File: src/core_sfr_pkg.sv
// Constants shared by the core register set: word indices, bit positions, reset values, commands
package core_sfr_pkg;

  localparam int          ADDR_W      = 10;

  // Word indices; the byte address is four times the index
  localparam logic [7:0]  IDX_CMD     = 8'h10;
  localparam logic [7:0]  IDX_PC      = 8'h11;
  localparam logic [7:0]  IDX_LAST    = 8'h12;
  localparam logic [7:0]  IDX_STACK   = 8'h81;
  localparam logic [7:0]  IDX_P0_LOW  = 8'h82;
  localparam logic [7:0]  IDX_P0_HIGH = 8'h83;
  localparam logic [7:0]  IDX_P1_LOW  = 8'h84;
  localparam logic [7:0]  IDX_P1_HIGH = 8'h85;
  localparam logic [7:0]  IDX_PSEL    = 8'h86;
  localparam logic [7:0]  IDX_PSW     = 8'hD0;
  localparam logic [7:0]  IDX_PRIM    = 8'hE0;
  localparam logic [7:0]  IDX_AUX     = 8'hF0;

  // Reset values
  localparam logic [15:0] PC_RST      = 16'h0000;
  localparam logic [7:0]  STACK_RST   = 8'h07;
  localparam logic [7:0]  PSEL_RST    = 8'h00;
  localparam logic [7:0]  PSW_RST     = 8'h00;
  localparam logic [7:0]  PRIM_RST    = 8'h00;
  localparam logic [7:0]  AUX_RST     = 8'h00;
  localparam logic [15:0] PTR_RST     = 16'h0000;

  // Status word bit positions
  localparam int          CARRY_BIT   = 7;
  localparam int          HALF_BIT    = 6;
  localparam int          BANK_HI_BIT = 4;
  localparam int          BANK_LO_BIT = 3;
  localparam int          SIGNED_BIT  = 2;
  localparam int          PARITY_BIT  = 0;

  // Pointer select bit positions; bits 2 and 1 are reserved
  localparam int          SD1_BIT     = 7;
  localparam int          SD0_BIT     = 6;
  localparam int          TGL_BIT     = 5;
  localparam int          AS1_BIT     = 4;
  localparam int          AS0_BIT     = 3;
  localparam int          SEL_BIT     = 0;
  localparam logic [7:0]  PSEL_MASK   = 8'hF9;

  // Command word: operation in bits 2..0, carry-in enable in bit 3
  localparam int          CMD_CIN_BIT = 3;
  localparam logic [2:0]  OP_MUL      = 3'h1;
  localparam logic [2:0]  OP_DIV      = 3'h2;
  localparam logic [2:0]  OP_ADD      = 3'h3;
  localparam logic [2:0]  OP_SUB      = 3'h4;
  localparam logic [2:0]  OP_PTR_ACC  = 3'h5;
  localparam logic [2:0]  OP_PTR_INC  = 3'h6;
  localparam logic [2:0]  OP_PC_STEP  = 3'h7;

  localparam logic [1:0]  RESP_OKAY   = 2'h0;
  localparam logic [1:0]  RESP_SLVERR = 2'h2;

endpackage : core_sfr_pkg

File: src/core_sfr_dual_data_pointer.sv
// Core register set with dual data pointers behind an AXI4-Lite slave
module core_sfr_dual_data_pointer
(
  input  wire logic                            clk_i,
  input  wire logic                            nrst_i,
  input  wire logic [core_sfr_pkg::ADDR_W-1:0] s_axi_awaddr_i,
  input  wire logic                            s_axi_awvalid_i,
  output logic                                 s_axi_awready_o,
  input  wire logic [31:0]                     s_axi_wdata_i,
  input  wire logic [3:0]                      s_axi_wstrb_i,
  input  wire logic                            s_axi_wvalid_i,
  output logic                                 s_axi_wready_o,
  output logic [1:0]                           s_axi_bresp_o,
  output logic                                 s_axi_bvalid_o,
  input  wire logic                            s_axi_bready_i,
  input  wire logic [core_sfr_pkg::ADDR_W-1:0] s_axi_araddr_i,
  input  wire logic                            s_axi_arvalid_i,
  output logic                                 s_axi_arready_o,
  output logic [31:0]                          s_axi_rdata_o,
  output logic [1:0]                           s_axi_rresp_o,
  output logic                                 s_axi_rvalid_o,
  input  wire logic                            s_axi_rready_i,
  output logic [15:0]                          instr_counter_o,
  output logic [1:0]                           bank_select_o
);

  typedef struct packed {
    logic [7:0]  stack_top_pointer;
    logic [7:0]  pointer_select_reg;
    logic [7:0]  program_status_word;
    logic [7:0]  primary_operand_reg;
    logic [7:0]  aux_operand_reg;
    logic [15:0] data_ptr_zero;
    logic [15:0] data_ptr_one;
    logic [15:0] instr_counter;
    logic [15:0] last_addr;
    logic        aw_got;
    logic [7:0]  aw_idx;
    logic        w_got;
    logic [31:0] wdata;
    logic [3:0]  wstrb;
    logic        awready;
    logic        wready;
    logic        bvalid;
    logic [1:0]  bresp;
    logic        arready;
    logic        rvalid;
    logic [31:0] rdata;
    logic [1:0]  rresp;
  } state_t;

  localparam state_t ST_RST = '{
    stack_top_pointer:   core_sfr_pkg::STACK_RST,
    pointer_select_reg:  core_sfr_pkg::PSEL_RST,
    program_status_word: core_sfr_pkg::PSW_RST,
    primary_operand_reg: core_sfr_pkg::PRIM_RST,
    aux_operand_reg:     core_sfr_pkg::AUX_RST,
    data_ptr_zero:       core_sfr_pkg::PTR_RST,
    data_ptr_one:        core_sfr_pkg::PTR_RST,
    instr_counter:       core_sfr_pkg::PC_RST,
    last_addr:           core_sfr_pkg::PTR_RST,
    aw_got:              1'b0,
    aw_idx:              8'h00,
    w_got:               1'b0,
    wdata:               32'h00000000,
    wstrb:               4'h0,
    awready:             1'b0,
    wready:              1'b0,
    bvalid:              1'b0,
    bresp:               core_sfr_pkg::RESP_OKAY,
    arready:             1'b0,
    rvalid:              1'b0,
    rdata:               32'h00000000,
    rresp:               core_sfr_pkg::RESP_OKAY
  };

  state_t      st_reg;
  state_t      st_next;
  logic        wr_go;
  logic        cmd_fire;
  logic [2:0]  cmd_op;
  logic        cin;
  logic [8:0]  sum9;
  logic [4:0]  sum_nib;
  logic [8:0]  dif9;
  logic [4:0]  dif_nib;
  logic [15:0] product;
  logic [15:0] ptr0_stepped;
  logic [15:0] ptr1_stepped;
  logic        sel_now;
  logic [7:0]  psw_view;
  logic [32:0] rd_word;
  logic [32:0] wr_word;

  // Read view of a word: bit 32 marks a mapped index
  function automatic logic [32:0] read_word(input state_t s, input logic [7:0] idx, input logic [7:0] psw_v);
    logic [32:0] r;
    r = 33'h000000000;
    unique case (idx)
      core_sfr_pkg::IDX_STACK:   r = {1'b1, 24'h000000, s.stack_top_pointer};
      core_sfr_pkg::IDX_PSEL:    r = {1'b1, 24'h000000, s.pointer_select_reg & core_sfr_pkg::PSEL_MASK};
      core_sfr_pkg::IDX_PSW:     r = {1'b1, 24'h000000, psw_v};
      core_sfr_pkg::IDX_PRIM:    r = {1'b1, 24'h000000, s.primary_operand_reg};
      core_sfr_pkg::IDX_AUX:     r = {1'b1, 24'h000000, s.aux_operand_reg};
      core_sfr_pkg::IDX_P0_LOW:  r = {1'b1, 24'h000000, s.data_ptr_zero[7:0]};
      core_sfr_pkg::IDX_P0_HIGH: r = {1'b1, 24'h000000, s.data_ptr_zero[15:8]};
      core_sfr_pkg::IDX_P1_LOW:  r = {1'b1, 24'h000000, s.data_ptr_one[7:0]};
      core_sfr_pkg::IDX_P1_HIGH: r = {1'b1, 24'h000000, s.data_ptr_one[15:8]};
      core_sfr_pkg::IDX_CMD:     r = {1'b1, 32'h00000000};
      core_sfr_pkg::IDX_PC:      r = {1'b1, 16'h0000, s.instr_counter};
      core_sfr_pkg::IDX_LAST:    r = {1'b1, 16'h0000, s.last_addr};
      default:                   r = 33'h000000000;
    endcase
    return r;
  endfunction : read_word

  ptr_step u_step_zero
  (
    .ptr_i  (st_reg.data_ptr_zero),
    .down_i (st_reg.pointer_select_reg[core_sfr_pkg::SD0_BIT]),
    .ptr_o  (ptr0_stepped)
  );

  ptr_step u_step_one
  (
    .ptr_i  (st_reg.data_ptr_one),
    .down_i (st_reg.pointer_select_reg[core_sfr_pkg::SD1_BIT]),
    .ptr_o  (ptr1_stepped)
  );

  assign wr_go    = st_reg.aw_got && st_reg.w_got && !st_reg.bvalid;
  assign cmd_fire = wr_go && (st_reg.aw_idx == core_sfr_pkg::IDX_CMD) && st_reg.wstrb[0];
  assign cmd_op   = st_reg.wdata[2:0];
  assign cin      = st_reg.wdata[core_sfr_pkg::CMD_CIN_BIT] && st_reg.program_status_word[core_sfr_pkg::CARRY_BIT];
  assign sel_now  = st_reg.pointer_select_reg[core_sfr_pkg::SEL_BIT];
  assign product  = 16'(st_reg.primary_operand_reg) * 16'(st_reg.aux_operand_reg);
  assign sum9     = {1'b0, st_reg.primary_operand_reg} + {1'b0, st_reg.aux_operand_reg} + {8'h00, cin};
  assign sum_nib  = {1'b0, st_reg.primary_operand_reg[3:0]} + {1'b0, st_reg.aux_operand_reg[3:0]} + {4'h0, cin};
  assign dif9     = {1'b0, st_reg.primary_operand_reg} - {1'b0, st_reg.aux_operand_reg} - {8'h00, cin};
  assign dif_nib  = {1'b0, st_reg.primary_operand_reg[3:0]} - {1'b0, st_reg.aux_operand_reg[3:0]} - {4'h0, cin};
  // Parity follows the primary register at all times, the stored bit is never shown
  assign psw_view = {st_reg.program_status_word[7:1], ^st_reg.primary_operand_reg};
  assign rd_word  = read_word(st_reg, s_axi_araddr_i[core_sfr_pkg::ADDR_W-1:2], psw_view);
  assign wr_word  = read_word(st_reg, st_reg.aw_idx, psw_view);

  always_comb
  begin
    st_next = st_reg;
    if (s_axi_awvalid_i && st_reg.awready)
    begin
      st_next.aw_got = 1'b1;
      st_next.aw_idx = s_axi_awaddr_i[core_sfr_pkg::ADDR_W-1:2];
    end
    if (s_axi_wvalid_i && st_reg.wready)
    begin
      st_next.w_got = 1'b1;
      st_next.wdata = s_axi_wdata_i;
      st_next.wstrb = s_axi_wstrb_i;
    end
    if (st_reg.bvalid && s_axi_bready_i)
    begin
      st_next.bvalid = 1'b0;
    end
    if (wr_go)
    begin
      st_next.aw_got = 1'b0;
      st_next.w_got  = 1'b0;
      st_next.bvalid = 1'b1;
      st_next.bresp  = wr_word[32] ? core_sfr_pkg::RESP_OKAY : core_sfr_pkg::RESP_SLVERR;
      if (st_reg.wstrb[0])
      begin
        unique case (st_reg.aw_idx)
          core_sfr_pkg::IDX_STACK:   st_next.stack_top_pointer = st_reg.wdata[7:0];
          core_sfr_pkg::IDX_PSEL:    st_next.pointer_select_reg = st_reg.wdata[7:0] & core_sfr_pkg::PSEL_MASK;
          core_sfr_pkg::IDX_PSW:     st_next.program_status_word = st_reg.wdata[7:0];
          core_sfr_pkg::IDX_PRIM:    st_next.primary_operand_reg = st_reg.wdata[7:0];
          core_sfr_pkg::IDX_AUX:     st_next.aux_operand_reg = st_reg.wdata[7:0];
          core_sfr_pkg::IDX_P0_LOW:  st_next.data_ptr_zero[7:0] = st_reg.wdata[7:0];
          core_sfr_pkg::IDX_P0_HIGH: st_next.data_ptr_zero[15:8] = st_reg.wdata[7:0];
          core_sfr_pkg::IDX_P1_LOW:  st_next.data_ptr_one[7:0] = st_reg.wdata[7:0];
          core_sfr_pkg::IDX_P1_HIGH: st_next.data_ptr_one[15:8] = st_reg.wdata[7:0];
          default:                   st_next.stack_top_pointer = st_reg.stack_top_pointer;
        endcase
      end
    end
    if (cmd_fire)
    begin
      unique case (cmd_op)
        core_sfr_pkg::OP_MUL:
        begin
          st_next.primary_operand_reg = product[7:0];
          st_next.aux_operand_reg     = product[15:8];
          st_next.program_status_word[core_sfr_pkg::CARRY_BIT]  = 1'b0;
          st_next.program_status_word[core_sfr_pkg::SIGNED_BIT] = |product[15:8];
        end
        core_sfr_pkg::OP_DIV:
        begin
          st_next.program_status_word[core_sfr_pkg::CARRY_BIT] = 1'b0;
          // Divide by zero leaves both operands and flags the signed-range bit
          if (st_reg.aux_operand_reg == 8'h00)
          begin
            st_next.program_status_word[core_sfr_pkg::SIGNED_BIT] = 1'b1;
          end
          else
          begin
            st_next.primary_operand_reg = st_reg.primary_operand_reg / st_reg.aux_operand_reg;
            st_next.aux_operand_reg     = st_reg.primary_operand_reg % st_reg.aux_operand_reg;
            st_next.program_status_word[core_sfr_pkg::SIGNED_BIT] = 1'b0;
          end
        end
        core_sfr_pkg::OP_ADD:
        begin
          st_next.primary_operand_reg = sum9[7:0];
          st_next.program_status_word[core_sfr_pkg::CARRY_BIT]  = sum9[8];
          st_next.program_status_word[core_sfr_pkg::HALF_BIT]   = sum_nib[4];
          st_next.program_status_word[core_sfr_pkg::SIGNED_BIT] =
            (st_reg.primary_operand_reg[7] == st_reg.aux_operand_reg[7]) &&
            (sum9[7] != st_reg.primary_operand_reg[7]);
        end
        core_sfr_pkg::OP_SUB:
        begin
          st_next.primary_operand_reg = dif9[7:0];
          st_next.program_status_word[core_sfr_pkg::CARRY_BIT]  = dif9[8];
          st_next.program_status_word[core_sfr_pkg::HALF_BIT]   = dif_nib[4];
          st_next.program_status_word[core_sfr_pkg::SIGNED_BIT] =
            (st_reg.primary_operand_reg[7] != st_reg.aux_operand_reg[7]) &&
            (dif9[7] != st_reg.primary_operand_reg[7]);
        end
        core_sfr_pkg::OP_PTR_ACC:
        begin
          // Step uses the select bit as it stood for this access, toggle applies to the next
          st_next.last_addr = sel_now ? st_reg.data_ptr_one : st_reg.data_ptr_zero;
          if (!sel_now && st_reg.pointer_select_reg[core_sfr_pkg::AS0_BIT])
          begin
            st_next.data_ptr_zero = ptr0_stepped;
          end
          if (sel_now && st_reg.pointer_select_reg[core_sfr_pkg::AS1_BIT])
          begin
            st_next.data_ptr_one = ptr1_stepped;
          end
          st_next.pointer_select_reg[core_sfr_pkg::SEL_BIT] =
            sel_now ^ st_reg.pointer_select_reg[core_sfr_pkg::TGL_BIT];
        end
        core_sfr_pkg::OP_PTR_INC:
        begin
          st_next.data_ptr_one  = sel_now ? st_reg.data_ptr_one + 16'h0001 : st_reg.data_ptr_one;
          st_next.data_ptr_zero = sel_now ? st_reg.data_ptr_zero : st_reg.data_ptr_zero + 16'h0001;
        end
        core_sfr_pkg::OP_PC_STEP: st_next.instr_counter = st_reg.instr_counter + 16'h0001;
        default:                  st_next.instr_counter = st_reg.instr_counter;
      endcase
    end
    if (st_reg.rvalid && s_axi_rready_i)
    begin
      st_next.rvalid = 1'b0;
    end
    if (s_axi_arvalid_i && st_reg.arready)
    begin
      st_next.rvalid = 1'b1;
      st_next.rdata  = rd_word[31:0];
      st_next.rresp  = rd_word[32] ? core_sfr_pkg::RESP_OKAY : core_sfr_pkg::RESP_SLVERR;
    end
    st_next.awready = !st_next.aw_got && !st_next.bvalid;
    st_next.wready  = !st_next.w_got && !st_next.bvalid;
    st_next.arready = !st_next.rvalid;
  end

  always_ff @(posedge clk_i)
  begin
    if (!nrst_i)
    begin
      st_reg <= ST_RST;
    end
    else
    begin
      st_reg <= st_next;
    end
  end

  assign s_axi_awready_o = st_reg.awready;
  assign s_axi_wready_o  = st_reg.wready;
  assign s_axi_bvalid_o  = st_reg.bvalid;
  assign s_axi_bresp_o   = st_reg.bresp;
  assign s_axi_arready_o = st_reg.arready;
  assign s_axi_rvalid_o  = st_reg.rvalid;
  assign s_axi_rdata_o   = st_reg.rdata;
  assign s_axi_rresp_o   = st_reg.rresp;
  assign instr_counter_o = st_reg.instr_counter;
  // Working bank base is this pair followed by three zero bits
  assign bank_select_o   = st_reg.program_status_word[core_sfr_pkg::BANK_HI_BIT:core_sfr_pkg::BANK_LO_BIT];

  logic       do_add;
  logic       ptr_acc;
  logic [8:0] chk_sum;
  logic [4:0] chk_nib;
  assign do_add  = cmd_fire && (cmd_op == core_sfr_pkg::OP_ADD);
  assign ptr_acc = cmd_fire && (cmd_op == core_sfr_pkg::OP_PTR_ACC);
  assign chk_sum = 9'(st_reg.primary_operand_reg) + 9'(st_reg.aux_operand_reg) + 9'(cin);
  assign chk_nib = 5'(st_reg.primary_operand_reg[3:0]) + 5'(st_reg.aux_operand_reg[3:0]) + 5'(cin);
endmodule : core_sfr_dual_data_pointer

File: src/ptr_step.sv
// One-step increment or decrement of a 16-bit data pointer
module ptr_step
(
  input  wire logic [15:0] ptr_i,
  input  wire logic        down_i,
  output logic      [15:0] ptr_o
);

  assign ptr_o = down_i ? (ptr_i - 16'h0001) : (ptr_i + 16'h0001);

endmodule : ptr_step

File: config.mk
export PLATFORM = sky130hd
export DESIGN_NAME = core_sfr_dual_data_pointer
export DESIGN_NICKNAME = d
export VERILOG_FILES = /design/src/core_sfr_pkg.sv /design/src/core_sfr_dual_data_pointer.sv /design/src/ptr_step.sv
export SDC_FILE = /design/constraint.sdc
export NUM_CORES = 1
export LEC_CHECK = 0
export ABC_AREA = 1
export BUFFER_PORTS_ARGS = -buffer_cell sky130_fd_sc_hd__buf_4
export CELL_PAD_IN_SITES_DETAIL_PLACEMENT = 0
export CELL_PAD_IN_SITES_GLOBAL_PLACEMENT = 1
export CORE_AREA = 5 5 181 183
export CTS_CLUSTER_SIZE = 25
export DETAILED_ROUTE_END_ITERATION = 10
export DIE_AREA = 0 0 186 188
export PLACE_DENSITY_LB_ADDON = 0.1
export SLEW_MARGIN = 30
export SYNTH_ARGS = -nofsm -noshare
export SYNTH_HDL_FRONTEND = slang
export SYNTH_SLANG_ARGS = --single-unit
File: constraint.sdc
create_clock -name clk_i -period 23.2 [get_ports clk_i]
set_input_delay 4.64 -clock clk_i [delete_from_list [all_inputs] [get_ports clk_i]]
set_output_delay 4.64 -clock clk_i [all_outputs]
set_load 0.05 [all_outputs]
==> results of run 1 <==
cell type report:
| class | instances | area, um2 |
|---|---|---|
| clock buffer | 19 | 442.9 |
| multi-input combinational | 1636 | 9570 |
| timing repair buffer | 87 | 653.1 |
| tap | 402 | 503.0 |
| fill | 3291 | 15720 |
| inverter | 316 | 1186 |
| clock inverter | 13 | 130.1 |
| sequential | 143 | 2863 |
through the flow:
step | cell area, um2 | instances
floorplan | 14410 | 2245
global placement | 14770 | 2584
detailed placement | 14770 | 2584
CTS | 15350 | 2616
global route | 15350 | 2616
finish | 15350 | 2616
path summary, 6_finish.rpt:
| kind | endpoint | slack, ns |
|---|---|---|
| max | st_reg[155]$_SDFF_PN0_ | 11.31 |
| max reg2reg | st_reg[155]$_SDFF_PN0_ | 11.31 |
| min reg2reg | st_reg[190]$_SDFFE_PN0P_ | 0.45 |
| min | st_reg[190]$_SDFFE_PN0P_ | 0.45 |
cell usage in the layout (no fill, tap or decap), types with 41 or more instances in the layout:
| master | n |
|---|---|
| nor2_1 | 176 |
| o21ai_0 | 212 |
| nand2_1 | 445 |
| nand3_1 | 104 |
| fa_1 | 41 |
| buf_4 | 87 |
| inv_1 | 295 |
| a21oi_1 | 208 |
| ha_1 | 107 |
| xor2_1 | 46 |
| dfxtp_1 | 143 |
power by group through the flow:
| stage | logic [mW] | clock network (mW) | registers, mW |
|---|---|---|---|
| floorplan | 0.0320 | 0 | 0.258 |
| global placement | 0.0433 | 0 | 0.260 |
| detailed placement | 0.0435 | 0 | 0.260 |
| CTS | 0.0436 | 0.277 | 0.254 |
| global route | 0.0476 | 0.289 | 0.254 |
| finish | 0.0439 | 0.272 | 0.254 |
per-layer routing:
layer  wire length (um)  vias up  part of all wire [%]  track usage [%]
li1                   -     7308                     -                -
met1              20660     6783                    42            35.01
met2              23290      497                    48            45.47
met3               3010      111                   6.2            4.520
met4               1969        0                   4.0            11.07
met5                  0        -                     0                0
worst max-delay path: cells and delay by family (launching register included):
family                     cells  cell delay (ns)
DFF                            1             0.74
AOI/OAI and AO/OA             12             2.34
buffers and inverters         12             1.93
and+or+nand+nor               33             4.25
adders and majority gates      8             2.54
kinds of logic (layout without fill, tap and decap cells):
group,after synthesis,in the layout,share of synthesized area (%)
adder cells (fa/ha/maj),148,148,15.06
AND/OR/NAND/NOR,831,831,24.45
XOR/XNOR,57,57,3.481
buffers and inverters,466,435,13.80
AO/OA/AOI/OAI,581,581,23.15
flip-flops,143,143,19.96
other,1,18,0.02615
multiplexers,1,1,0.06980
==> impl_summary.txt, run 1 <==
----------------------------------------------------
[Run status]
  Status ... complete, no violations

[Worst setup path]
  Delay of the slowest cell on the worst path ... 0.74 ns
  Most repeated library cell on the critical path ... nand2_1
  Top fanout value on the critical path ... 13
  Slowest CP cell ... dfxtp_1
  Startpoint of the worst setup timing path ... st_reg[151]$_SDFF_PN0_
  Kind of start point of the critical path ... register
  Worst-case reg-to-reg path depth ... 65
  Data required time of the critical path ... 23.55 ns
  Crit Path Class ... register to register
  Worst Setup End Kind ... register
  Data arrival time of the critical path ... 12.24 ns
  Critical register-to-register path startpoint ... st_reg[151]$_SDFF_PN0_

[Floorplanning]
  Starting density of the core ... 46.16%
  Die H ... 188 um
  Die area ... 34970 um2
  I/O pins ... 122
  Number of cell rows ... 65
  Die width ... 186 um
  Core Box Area ... 31070 um2

[Logic synthesis]
  Area contributors post-synth ... dfxtp_1 (20%), nand2_1 (12%), ha_1 (9.3%), inv_1 (7.7%), o21ai_0 (7.4%)
  Count of state elements after synthesis ... 143
  Fraction of registers with async set or reset after synthesis ... 0%
  Most instantiated flip-flop cell in the synthesis netlist ... dfxtp_1
  Most frequent cell after synthesis ... nand2_1
  Number of warnings issued by yosys ... 0
  Synth top area share ... 19.96%
  Leading post-synthesis cells by instance count ... nand2_1 (445), inv_1 (295), o21ai_0 (212), a21oi_1 (208), nor2_1 (179)
  Library cell with the largest summed area after synthesis ... dfxtp_1
  Post-Syn Instances ... 2228
  Number of synthesized flops with an enable pin ... 0
  Count of distinct cell types in the synthesized netlist ... 54
  Sequential cell area fraction in the yosys report ... 19.96%
  Netlist Area Pre-Place ... 14340 um2
  Post-Synthesis Mean Instance Area ... 6.437 um2

[Pwr]
  Share of total power in combinational logic ... 7.7%
  Power Dens Cells ... 37.18 nW/um2
  Switching fraction of total power ... 27.62%
  Net switching component of the power ... 157.6 uW
  Internal cell power ... 413.1 uW
  Max IR drop VDD ... 0.00003612 V
  Power Total ... 570.7 uW
  Seq pwr share ... 44.6%
  Proportion of power drawn by the clock network ... 47.7%
  Static Leakage ... 7.442 nW

[CTS]
  Post-cts repair resize count ... 0
  TritonCTS clock tree ... built
  Clk_lat worst skew ... 0.43 ns
  Post-CTS clock slew at the launch and capture registers of the worst setup and hold paths ... 0.06 ns
  Clock H-tree levels ... 4
  Postcts setup bufs ... 0
  Root buffer selected by CTS ... clkbuf_16
  Buffer levels on the longest clock path ... 2
  Clock buffers created by TritonCTS ... 17
  Count of clock tree sinks ... 143
  Count of hold-fix buffers inserted at cts ... 0

[Routing]
  Routed Wire Length ... 48.93 mm
  Total via count in the routed design ... 14700
  DRC violation count after routing ... 0
  Mean routed wirelength per cell ... 18.70 um
  Detailed-router iteration count before antenna repair ... 8
  Remaining number of nets flagged by the antenna check after routing ... 0
  Initial DRC count ... 1154
  Number of vias per cell ... 5.619

[Finish]
  Ant diodes ... 0
  Area Overhead vs Synth ... 7.023%
  Layout cell share with drive strength beyond 1 ... 7.317%
  Number of nets in the layout ... 2412
  Flip-flop count of the largest register, all copies and words added ... 93
  Post-route core utilization ... 49.40%

[Timing]
  Clock period minus final worst setup slack ... 11.89 ns
  Min Hold Slack ... 0.4517 ns
  Least setup slack across all paths after layout ... 11.31 ns
  Slew Viols, Final ... 0
  Setup-failing EPs final ... 0
  Peak Freq ... 0.08413 GHz
  Final Hold Fails ... 0
  Slew Limit Headroom ... 33.19%
  Transition time of the tightest slew-check pin ... 1.001 ns
  Final setup TNS ... 0 ns
  Final clock period utilization by the worst path ... 51.23%
  Clock Skews ... 0.01428 ns
  RSZ-0062 raised after global routing ... false

[Min path]
  Critical hold path startpoint ... st_reg[190]$_SDFFE_PN0P_
  Worst hold path cell count ... 2
  Tightest Hold Check Type ... register to register

[Global routing]
  Number of antenna violations at the first check in global routing ... 0
  Global-route wire length before repair ... 75.51 mm
  Number of global-route vias before repair ... 13900
  GRT Total Usage ... 27.31%
  Overflow left after global routing ... 0
  Maximum number of pins on one net before global-route repair ... 86

[Place]
  Pre-CTS WS ... 11.33 ns
  Detailed placement HPWL ... 36.56 mm
  Total of buffers placed on input and output ports ... 72
  Placer Congestion ... 0.9732

[Run]
  Maximum Capacitance Violations ... 0

----------------------------------------------------
Power figures use the tool's default switching activity.
==> run 2: changes to the inputs <==
--- a/config.mk
+++ b/config.mk
@@ -9,10 +9,10 @@
 export BUFFER_PORTS_ARGS = -buffer_cell sky130_fd_sc_hd__buf_4
 export CELL_PAD_IN_SITES_DETAIL_PLACEMENT = 0
 export CELL_PAD_IN_SITES_GLOBAL_PLACEMENT = 1
-export CORE_AREA = 5 5 181 183
+export CORE_AREA = 5 5 196 198
 export CTS_CLUSTER_SIZE = 25
 export DETAILED_ROUTE_END_ITERATION = 10
-export DIE_AREA = 0 0 186 188
+export DIE_AREA = 0 0 201 203
 export PLACE_DENSITY_LB_ADDON = 0.1
 export SLEW_MARGIN = 30
 export SYNTH_ARGS = -nofsm -noshare
==> constraint.sdc (replaced) <==
create_clock -name clk_i -period 10.9 [get_ports clk_i]
set_input_delay 2.18 -clock clk_i [delete_from_list [all_inputs] [get_ports clk_i]]
set_output_delay 2.18 -clock clk_i [all_outputs]
set_load 0.05 [all_outputs]
==> impl_summary.txt, run 2 (synthesis gave the netlist of run 1 again) <==
----------------------------------------------------
[Pwr]
  Static Leakage ... 7.565 nW (was 7.442 nW)
  Max IR drop VDD ... 0.0001237 V (was 0.00003612 V)
  Power Dens Cells ... 80.47 nW/um2 (was 37.18 nW/um2)
  Power Total ... 1.259 mW (was 570.7 uW)

[CTS]
  Clock H-tree levels ... 4 (unchanged)
  Count of hold-fix buffers inserted at cts ... 0 (unchanged)
  Buffer levels on the longest clock path ... 2 (unchanged)
  Post-cts repair resize count ... 0 (unchanged)
  Clock buffers created by TritonCTS ... 17 (unchanged)
  TritonCTS clock tree ... built (unchanged)
  Count of clock tree sinks ... 143 (unchanged)
  Post-CTS clock slew at the launch and capture registers of the worst setup and hold paths ... 0.08 ns (was 0.06 ns)
  Root buffer selected by CTS ... clkbuf_16 (unchanged)
  Postcts setup bufs ... 0 (unchanged)
  Clk_lat worst skew ... 0.45 ns (was 0.43 ns)

[Worst setup path]
  Most repeated library cell on the critical path ... nand2_1 (unchanged)
  Data arrival time of the critical path ... 10.06 ns (was 12.24 ns)
  Worst Setup End Kind ... register (unchanged)
  Count of buffer and inverter cells on the critical path ... 13 (was 12)
  Kind of start point of the critical path ... register (unchanged)
  Crit Path Class ... register to register (unchanged)
  Top fanout value on the critical path ... 12 (was 13)
  Slowest CP cell ... dfxtp_1 (unchanged)
  CP delay by family, top ... simple AND/OR/NAND/NOR gates (unchanged)
  Delay of the slowest cell on the worst path ... 0.33 ns (was 0.74 ns)
  Data required time of the critical path ... 11.27 ns (was 23.55 ns)

[Timing]
  RSZ-0062 raised after global routing ... false (unchanged)
  Peak Freq ... 0.1032 GHz (was 0.08413 GHz)
  Final Hold Fails ... 0 (unchanged)
  Min Hold Slack ... 0.4565 ns (was 0.4517 ns)
  Slew Limit Headroom ... 33.24% (was 33.19%)
  Transition time of the tightest slew-check pin ... 0.9938 ns (was 1.001 ns)
  Final clock period utilization by the worst path ... 88.87% (was 51.23%)
  Clock Skews ... 0.01334 ns (was 0.01428 ns)
  Final setup TNS ... 0 ns (unchanged)
  Setup-failing EPs final ... 0 (unchanged)
  Clock period minus final worst setup slack ... 9.687 ns (was 11.89 ns)
  Slew Viols, Final ... 0 (unchanged)

[Floorplanning]
  Die H ... 203 um (was 188 um)
  I/O pins ... 122 (unchanged)
  Die width ... 201 um (was 186 um)
  Die area ... 40800 um2 (was 34970 um2)
  Core Box Area ... 36350 um2 (was 31070 um2)
  Starting density of the core ... 39.46% (was 46.16%)
  Number of cell rows ... 70 (was 65)

[Routing]
  Detailed-router iteration count before antenna repair ... 6 (was 8)
  Initial DRC count ... 1168 (was 1154)
  Number of vias per cell ... 5.521 (was 5.619)
  Total via count in the routed design ... 14920 (was 14700)
  Mean routed wirelength per cell ... 19.57 um (was 18.70 um)
  Remaining number of nets flagged by the antenna check after routing ... 0 (unchanged)
  Routed Wire Length ... 52.87 mm (was 48.93 mm)
  DRC violation count after routing ... 0 (unchanged)

[Finish]
  Fill cell count ... 3909 (was 3291)
  Commonest non-fill, non-tap cell in the layout ... nand2_1 (unchanged)
  Ant diodes ... 0 (unchanged)
  Flip-flop count of the largest register, all copies and words added ... 93 (unchanged)
  Layout cell share with drive strength beyond 1 ... 8.505% (was 7.317%)
  Number of nets in the layout ... 2432 (was 2412)
  Post-route cell area ... 15650 um2 (was 15350 um2)
  Area Overhead vs Synth ... 9.126% (was 7.023%)
  Post-route core utilization ... 43.06% (was 49.40%)
  Commonest non-fill, non-tap cells in the layout ... nand2_1 (444), inv_1 (293), a21oi_1 (207) (was nand2_1 (445), inv_1 (295), o21ai_0 (212))

[Place]
  Total of buffers placed on input and output ports ... 72 (unchanged)
  Placement Cell Area ... 15010 um2 (was 14770 um2)
  Detailed placement HPWL ... 40.15 mm (was 36.56 mm)
  Placer Congestion ... 0.8893 (was 0.9732)

[Global routing]
  GRT Total Usage ... 25.17% (was 27.31%)
  Number of antenna violations at the first check in global routing ... 1 (was 0)
  Number of global-route vias before repair ... 14100 (was 13900)
  Overflow left after global routing ... 0 (unchanged)
  Maximum number of pins on one net before global-route repair ... 52 (was 86)
  Global-route wire length before repair ... 81.32 mm (was 75.51 mm)

[Run]
  Maximum Capacitance Violations ... 0 (unchanged)

[Min path]
  Tightest Hold Check Type ... register to register (unchanged)

[Run status]
  Status ... complete, no violations (unchanged)

----------------------------------------------------
==> run 2: routing by layer <==
| layer | vias to the layer above | wire length [um] | track usage (%) |
|---|---|---|---|
| li1 | 7350 | - | - |
| met3 | 90 | 2774 | 3.162 |
| met1 | 7043 | 23870 | 33.89 |
| met2 | 431 | 24820 | 42.41 |
| met4 | 4 | 1394 | 7.424 |
| met5 | - | 23 | 0 |
==> run 2: path summary, 6_finish.rpt <==
check	startpoint	slack [ns]	end	cells past startpoint
max	st_reg[163]$_SDFF_PN0_	1.21	st_reg[156]$_SDFF_PN0_	69
min	st_reg[86]$_SDFF_PN0_	0.46	s_axi_awready_o$_SDFF_PN0_	1
min reg2reg	st_reg[86]$_SDFF_PN0_	0.46	s_axi_awready_o$_SDFF_PN0_	1
max reg2reg	st_reg[163]$_SDFF_PN0_	1.21	st_reg[156]$_SDFF_PN0_	69
==> run 2: per-stage QoR <==
step | cells | setup WS, ns
after global routing | 2702 | 0.04171
after global placement | 2670 | 0.7436
after detailed placement | 2670 | 0.6777
after CTS | 2702 | 0.6250
final | 2702 | 1.213
after floorplan | 2245 | 1.383
==> run 2: area by class of cell <==
cell class	instances	area [um2]	area share (%)
Tap cell	468	585.6	3.742
Clock buffer	17	425.4	2.718
Inverter	316	1189	7.595
Sequential cell	143	2863	18.29
Timing Repair Buffer	107	803.3	5.133
Multi-Input combinational cell	1636	9600	61.34
Clock inverter	15	183.9	1.175
==> run 2: where the power goes <==
group / internal, mW / total (mW) / switching [mW]
registers: 0.529 / 0.542 / 0.0137
clock network: 0.313 / 0.620 / 0.307
logic: 0.0254 / 0.0967 / 0.0714
